File: config.mk
export PLATFORM = sky130hd
export DESIGN_NAME = esd_sequencer
export DESIGN_NICKNAME = d
export VERILOG_FILES = /design/src/rtl/esd_pkg.sv /design/src/rtl/esd_seq_timer.sv /design/src/rtl/esd_sequencer.sv
export SDC_FILE = /design/constraint.sdc
export NUM_CORES = 1
export LEC_CHECK = 0
export ABC_AREA = 1
export BUFFER_PORTS_ARGS = -buffer_cell sky130_fd_sc_hd__buf_4
export CELL_PAD_IN_SITES_DETAIL_PLACEMENT = 0
export CELL_PAD_IN_SITES_GLOBAL_PLACEMENT = 1
export CORE_UTILIZATION = 49
export CTS_BUF_LIST = sky130_fd_sc_hd__clkbuf_8
export DETAILED_ROUTE_END_ITERATION = 8
export PLACE_DENSITY = 0.9
export REMOVE_ABC_BUFFERS = 1
export SYNTH_ARGS = -nofsm -noshare
export SYNTH_HDL_FRONTEND = slang
export SYNTH_HIERARCHICAL = 1
export SYNTH_SLANG_ARGS = --single-unit
File: constraint.sdc
create_clock -name CLK_I -period 5.1 [get_ports CLK_I]
set_clock_uncertainty 0.1 [all_clocks]
set_input_delay 0.255 -clock CLK_I [delete_from_list [all_inputs] [get_ports CLK_I]]
set_output_delay 0.255 -clock CLK_I [all_outputs]
set_load 0.02 [all_outputs]
File: src/rtl/esd_pkg.sv
`default_nettype none
package esd_pkg;

   // ==========================================================
   // Register map
   localparam logic [7:0] CONV_A_SEQ_ADDR    = 8'h0C;
   localparam logic [7:0] CONV_B_SEQ_ADDR    = 8'h0D;
   localparam logic [7:0] LIN_REG_A_SEQ_ADDR = 8'h0E;
   localparam logic [7:0] LIN_REG_B_SEQ_ADDR = 8'h0F;
   localparam logic [7:0] GP_OUTPUT_SEQ_ADDR = 8'h10;
   localparam logic [7:0] CONFIG_ADDR        = 8'h13;

   localparam logic [7:0] SEQ_RESET    = 8'h00;
   localparam logic [7:0] CONFIG_RESET = 8'h00;

   // ==========================================================
   // Field layout
   localparam int UP_LSB            = 0;
   localparam int DOWN_LSB          = 4;
   localparam int CODE_W            = 4;
   localparam int UP_RANGE_BIT      = 6;
   localparam int DOWN_RANGE_BIT    = 5;
   localparam logic [7:0] CONFIG_MASK = 8'h60;

   // ==========================================================
   // Timing
   localparam int CLK_PERIOD_NS  = 40;
   localparam int HALF_STEP_NS   = 500000;
   localparam int HALF_STEP_CYCLES = (HALF_STEP_NS + CLK_PERIOD_NS - 1) / CLK_PERIOD_NS;
   localparam int HALF_STEPS_W   = 5;
   localparam int NUM_OUTPUTS    = 5;

   // ==========================================================
   // Register access from the serial interface
   typedef struct packed {
      logic [7:0] addr;
      logic [7:0] wdata;
      logic       wr;
      logic       rd;
   } esd_reg_req_s;

endpackage : esd_pkg
`default_nettype wire

File: src/rtl/esd_seq_timer.sv
`timescale 1ns/10ps
`default_nettype none
module esd_seq_timer
   import esd_pkg::*;
(
   input  wire logic              clk_i,
   input  wire logic              rst_i,
   input  wire logic              rise_i,
   input  wire logic              fall_i,
   input  wire logic              tick_i,
   input  wire logic [CODE_W-1:0] up_code_i,
   input  wire logic [CODE_W-1:0] down_code_i,
   input  wire logic              up_long_i,
   input  wire logic              down_long_i,
   output logic                   out_o
);

   logic [HALF_STEPS_W-1:0] remaining;
   logic                    pending;
   logic                    target;

   // Code and range are captured at the edge; later writes affect the next edge
   always_ff @(posedge clk_i) begin
      if (rst_i) begin
         out_o     <= 1'b0;
         remaining <= '0;
         pending   <= 1'b0;
         target    <= 1'b0;
      end else if (rise_i) begin
         target <= 1'b1;
         if (up_code_i == '0) begin
            out_o   <= 1'b1;
            pending <= 1'b0;
         end else begin
            remaining <= up_long_i ? {up_code_i, 1'b0} : {1'b0, up_code_i};
            pending   <= 1'b1;
         end
      end else if (fall_i) begin
         target <= 1'b0;
         if (down_code_i == '0) begin
            out_o   <= 1'b0;
            pending <= 1'b0;
         end else begin
            remaining <= down_long_i ? {down_code_i, 1'b0} : {1'b0, down_code_i};
            pending   <= 1'b1;
         end
      end else if (pending && tick_i) begin
         remaining <= remaining - 1'b1;
         if (remaining == HALF_STEPS_W'(1)) begin
            out_o   <= target;
            pending <= 1'b0;
         end
      end
   end

endmodule : esd_seq_timer
`default_nettype wire

File: src/rtl/esd_sequencer.sv
`timescale 1ns/10ps
`default_nettype none
module esd_sequencer
   import esd_pkg::*;
#(
   parameter int HALF_STEP_CNT = HALF_STEP_CYCLES
)(
   input  wire logic                  CLK_I,
   input  wire logic                  SYS_RST_I,
   input  wire logic                  EN_PIN_I,
   input  wire esd_pkg::esd_reg_req_s REG_REQ_I,
   output logic [7:0]                 REG_RDATA_O,
   output logic                       REG_RVALID_O,
   output logic                       CONV_A_ON_O,
   output logic                       CONV_B_ON_O,
   output logic                       LIN_REG_A_ON_O,
   output logic                       LIN_REG_B_ON_O,
   output logic                       GP_OUTPUT_O
);

   // ==========================================================
   // Delay and range registers
   logic [7:0] conv_a_sequence_delays;
   logic [7:0] conv_b_sequence_delays;
   logic [7:0] lin_reg_a_sequence_delays;
   logic [7:0] lin_reg_b_sequence_delays;
   logic [7:0] gp_output_sequence_delays;
   logic [7:0] config_range;

   always_ff @(posedge CLK_I) begin
      if (SYS_RST_I) begin
         conv_a_sequence_delays    <= SEQ_RESET;
         conv_b_sequence_delays    <= SEQ_RESET;
         lin_reg_a_sequence_delays <= SEQ_RESET;
         lin_reg_b_sequence_delays <= SEQ_RESET;
         gp_output_sequence_delays <= SEQ_RESET;
         config_range              <= CONFIG_RESET;
      end else if (REG_REQ_I.wr) begin
         unique case (REG_REQ_I.addr)
            CONV_A_SEQ_ADDR:    conv_a_sequence_delays    <= REG_REQ_I.wdata;
            CONV_B_SEQ_ADDR:    conv_b_sequence_delays    <= REG_REQ_I.wdata;
            LIN_REG_A_SEQ_ADDR: lin_reg_a_sequence_delays <= REG_REQ_I.wdata;
            LIN_REG_B_SEQ_ADDR: lin_reg_b_sequence_delays <= REG_REQ_I.wdata;
            GP_OUTPUT_SEQ_ADDR: gp_output_sequence_delays <= REG_REQ_I.wdata;
            CONFIG_ADDR:        config_range <= REG_REQ_I.wdata & CONFIG_MASK;
            default: ;
         endcase
      end
   end

   // ==========================================================
   // Read-back, one cycle after the request
   always_ff @(posedge CLK_I) begin
      if (SYS_RST_I) begin
         REG_RDATA_O  <= 8'h00;
         REG_RVALID_O <= 1'b0;
      end else begin
         REG_RVALID_O <= REG_REQ_I.rd;
         if (REG_REQ_I.rd) begin
            unique case (REG_REQ_I.addr)
               CONV_A_SEQ_ADDR:    REG_RDATA_O <= conv_a_sequence_delays;
               CONV_B_SEQ_ADDR:    REG_RDATA_O <= conv_b_sequence_delays;
               LIN_REG_A_SEQ_ADDR: REG_RDATA_O <= lin_reg_a_sequence_delays;
               LIN_REG_B_SEQ_ADDR: REG_RDATA_O <= lin_reg_b_sequence_delays;
               GP_OUTPUT_SEQ_ADDR: REG_RDATA_O <= gp_output_sequence_delays;
               CONFIG_ADDR:        REG_RDATA_O <= config_range;
               default:            REG_RDATA_O <= 8'h00;
            endcase
         end
      end
   end

   // ==========================================================
   // Enable pin synchroniser and edge pulses
   logic en_meta;
   logic en_sync;
   logic en_prev;
   logic en_rise;
   logic en_fall;

   always_ff @(posedge CLK_I) begin
      if (SYS_RST_I) begin
         en_meta <= 1'b0;
         en_sync <= 1'b0;
         en_prev <= 1'b0;
         en_rise <= 1'b0;
         en_fall <= 1'b0;
      end else begin
         en_meta <= EN_PIN_I;
         en_sync <= en_meta;
         en_prev <= en_sync;
         en_rise <= en_sync & ~en_prev;
         en_fall <= ~en_sync & en_prev;
      end
   end

   // ==========================================================
   // Shared half-step time base, restarted on each enable edge
   logic [$clog2(HALF_STEP_CNT+1)-1:0] prescale;
   logic                               half_tick;

   assign half_tick = (prescale == ($bits(prescale))'(HALF_STEP_CNT - 1));

   always_ff @(posedge CLK_I) begin
      if (SYS_RST_I) begin
         prescale <= '0;
      end else if (en_rise || en_fall || half_tick) begin
         prescale <= '0;
      end else begin
         prescale <= prescale + 1'b1;
      end
   end

   // ==========================================================
   // One timer per sequenced output
   logic [NUM_OUTPUTS-1:0][7:0] delay_regs;
   logic [NUM_OUTPUTS-1:0]      seq_out;

   assign delay_regs[0] = conv_a_sequence_delays;
   assign delay_regs[1] = conv_b_sequence_delays;
   assign delay_regs[2] = lin_reg_a_sequence_delays;
   assign delay_regs[3] = lin_reg_b_sequence_delays;
   assign delay_regs[4] = gp_output_sequence_delays;

   for (genvar g = 0; g < NUM_OUTPUTS; g++) begin : g_timer
      esd_seq_timer u_timer (
         .clk_i       (CLK_I),
         .rst_i       (SYS_RST_I),
         .rise_i      (en_rise),
         .fall_i      (en_fall),
         .tick_i      (half_tick),
         .up_code_i   (delay_regs[g][UP_LSB +: CODE_W]),
         .down_code_i (delay_regs[g][DOWN_LSB +: CODE_W]),
         .up_long_i   (config_range[UP_RANGE_BIT]),
         .down_long_i (config_range[DOWN_RANGE_BIT]),
         .out_o       (seq_out[g])
      );
   end

   assign CONV_A_ON_O    = seq_out[0];
   assign CONV_B_ON_O    = seq_out[1];
   assign LIN_REG_A_ON_O = seq_out[2];
   assign LIN_REG_B_ON_O = seq_out[3];
   assign GP_OUTPUT_O    = seq_out[4];

endmodule : esd_sequencer
`default_nettype wire

==> impl_metrics.csv <==
group,metric,value,unit
cells_and_area,final_layout_size_suffix_gt1_share,13.1,%
floorplan,ios,35,
power,power.share.sequential,54.4,%
global_routing,grt_max_degree,47,
timing,hold_viol,0,
synth,synth_largest_area_cell,"dfxtp_1",
critical_path,start_kind,"flip-flop",
clock_network,numCtsBuffers,9,
min_path,hold_class,"in -> reg",
timing,rsz0062_at_grt,"no",
power,pwr-share-comb,12.2,%
clock_network,ctsResizeCount,0,
synth,synth_cell_types,34,
critical_path,critPathCaptureType,"flip-flop",
critical_path,path_common_cell,"nor2_1",
route,drt.antenna.violating_nets,0,
cells_and_area,multi_input_area,0.00360,mm^2
synth,avgSynthCellArea,6.72,um^2
synth,synth_top_cell_area_share,34.1,%
route,vias,5975,
synth,syn_inst,962,
floorplan,fp.dieArea,0.0136,mm^2
cells_and_area,seq_area,0.00220,mm^2
power,p_int,1.15,mW
clock_network,cts_setup_buffers,0,
route,wl,15700,um
clock_network,clockBufferDepth,2,
critical_path,path_buf_inv,0,
route,first_pass_iters,5,
timing,relSlewSlack,26.6,%
synth,ys_warn_count,6,
clock_network,cts.sinks,110,
floorplan,rows,41,
floorplan,placeableCoreArea,0.0127,mm^2
placement,gp_congestion,0.864,
synth,synth-seq-area-share,34.1,%
critical_path,cp.required,5.30,ns
min_path,min_delay_path_depth,3,
timing,max_freq,412,MHz
placement,port_buffers,34,
synth,yosys-top-cells-count,"nand2_1, nor2_1, inv_1",
route,drtIter0Drc,569,
power,power.share.clock,33.4,%
power,cellPowerDensity,234,mW/mm^2
timing,slew_viol_final,0,
timing,worst_hold_slack,0.0372,ns
timing,setup_viol,0,
synth,synth_area_leaders,"dfxtp_1, nand2_1, nand3_1, nor2_1, inv_1",
critical_path,critical_path.top_delay_family,"simple AND/OR/NAND/NOR gates",
power,sw_frac_of_total,30.0,%
synth,syn_area,0.00646,mm^2
route,drc,0,
cells_and_area,fill_cells,1334,
floorplan,die_y,117,um
timing,tns,0,ns
cells_and_area,area_growth,8.42,%
placement,dpl.hpwl,11500,um
cells_and_area,nets,1021,
clock_network,cts_max_level,3,
global_routing,grt_first_pass_wirelength,26300,um
critical_path,cp_slowest_cell,"nor2_1",
critical_path,worstPathArrival,2.63,ns
global_routing,grt_pass1_vias,5327,
floorplan,initial_utilization,50.8,%
clock_network,postCtsHoldBufs,1,
synth,synth-seq-cells,110,
critical_path,cp.depth,9,
global_routing,grt.total_usage,24.9,%
cells_and_area,antenna_cells,0,
timing,fin_crit,2.43,ns
power,p_leak,3.06,nW
critical_path,rr_worst_depth,9,
clock_network,insertion_delay,0.40,ns
clock_network,path_clk_slew,0.12,ns
synth,synthFlopType,"dfxtp_1",
clock_network,cts_tree,"yes",
critical_path,crit_chain,"ha_1 -> nand3_1 -> or2_1 -> nor2_1 -> nand2_1 -> nand2_2 -> nand3_4 -> nor2_1 -> nor2_2",
synth,synth_async_sr_flop_share,0,%
route,avgRoutedWirePerCell,13.5,um
status,outcome,"complete, no violations",
run,cap_violations,0,
power,switchingPower,491,uW
critical_path,cp_max_fo,10,
critical_path,slowest_delay,0.65,ns
route,viasPerCell,5.12,
critical_path,critPathKind,"reg -> reg",
timing,worstMarginPinSlew,1.10,ns
power,peakVddDrop,0.207,mV
synth,synth-edff-count,0,
global_routing,antenna_found_initial,0,
clock_network,cts_root_buf,"clkbuf_8",
timing,fin_crit_sh,47.6,%
floorplan,die-width,117,um
synth,synth.most_common_cell,"nand2_1",
global_routing,grt_overflow,0,
-- metrics by stage --
stage          power (mW)  utilization (%)  worst slack [ns]  instances  instance area (um^2)
5_1_grt              1.73             55.1              2.41       1166                  7010
4_1_cts              1.66             55.1              2.65       1166                  7010
6_report             1.64             55.1              2.67       1166                  7010
3_5_place_dp         1.11             53.4              2.70       1149                  6790
3_3_place_gp         1.11             53.4              2.83       1149                  6790
2_1_floorplan        1.05                -              2.84        941                  6300
-- power by group through the flow --
stage | sequential, mW | clock, mW | combinational (mW)
final | 0.890 | 0.547 | 0.200
after global routing | 0.893 | 0.606 | 0.231
after CTS | 0.890 | 0.571 | 0.201
after detailed placement | 0.910 | 0 | 0.199
after global placement | 0.909 | 0 | 0.199
after floorplan | 0.910 | 0 | 0.142
-- final cells by class --
cell class              count  share of cell area [%]
flip-flops and latches    110                    31.5
clock inverters             7                    1.20
multi-input cells         699                    51.4
clock buffers               9                    1.77
inverters                 132                    7.09
well taps                 172                    3.07
repair buffers             37                    4.00
-- metal layers --
metal / vias up / GRT usage, % / wire (um)
met2: 90 / 40.4 / 7170
met3: 13 / 4.58 / 564
met1: 2702 / 34.3 / 7820
li1: 3170 / - / -
met5: - / 0 / 0
met4: 0 / 5.74 / 172
-- cells in the final DEF (no fill, tap or decap), types with 3 or more instances in the layout --
| cell | instances |
|---|---|
| or2_0 | 5 |
| inv_2 | 17 |
| nand3_2 | 8 |
| inv_1 | 113 |
| ha_1 | 11 |
| xor2_1 | 9 |
| a21oi_1 | 60 |
| nand2_4 | 3 |
| nor2_1 | 129 |
| nand3_4 | 6 |
| nand2_1 | 208 |
| a21oi_2 | 4 |
| nand4_1 | 13 |
| clkinv_8 | 3 |
| nor2_8 | 4 |
| nor2_4 | 14 |
| nand2_2 | 9 |
| dfxtp_1 | 109 |
| o21ai_1 | 16 |
| nand3_1 | 101 |
| o21ai_0 | 54 |
| a31oi_1 | 5 |
| nor2_2 | 10 |
| o211ai_1 | 15 |
| nor3_1 | 7 |
| buf_4 | 36 |
| inv_6 | 4 |
| o22ai_1 | 5 |
| clkbuf_8 | 9 |
-- kinds of logic (layout without fill, tap and decap cells) --
family,count (synthesis),in the layout,share of synthesized area (%)
buffers and inverters,153,185,10.2
adder cells (fa/ha/maj),11,11,2.13
flip-flops,110,110,34.1
XOR/XNOR,10,10,1.36
AND/OR/NAND/NOR,519,519,38.9
AO/OA/AOI/OAI,159,159,13.3
-- flip-flops by register name (all words and copies together), names as in the netlist, 2 cells and up --
name                       cells
prescale                      14
lin_reg_a_sequence_delays      8
REG_RDATA_O                    8
conv_a_sequence_delays         8
gp_output_sequence_delays      8
g_timer.u_timer/target         5
lin_reg_b_sequence_delays      8
g_timer.u_timer/pending        5
config_range                   2
g_timer.u_timer/remaining     25
g_timer.u_timer/out_o          5
conv_b_sequence_delays         8
-- path summary, 6_finish.rpt --
check                               endpoint          from  slack (ns)
min reg2reg                          en_sync       en_meta        0.31
max          g_timer[0].u_timer/remaining[1]   prescale[0]        2.67
max reg2reg  g_timer[0].u_timer/remaining[1]   prescale[0]        2.67
min             lin_reg_a_sequence_delays[7]  REG_REQ_I[9]        0.04
-- worst register-to-register path: stages, from the launching register on --
cell and delay (ns):
dfxtp_1 0.40, ha_1 0.22, nand3_1 0.10, or2_1 0.22
nor2_1 0.65, nand2_1 0.15, nand2_2 0.14, nand3_4 0.14
nor2_1 0.18, nor2_2 0.04
(Power assumes the default switching activity.)
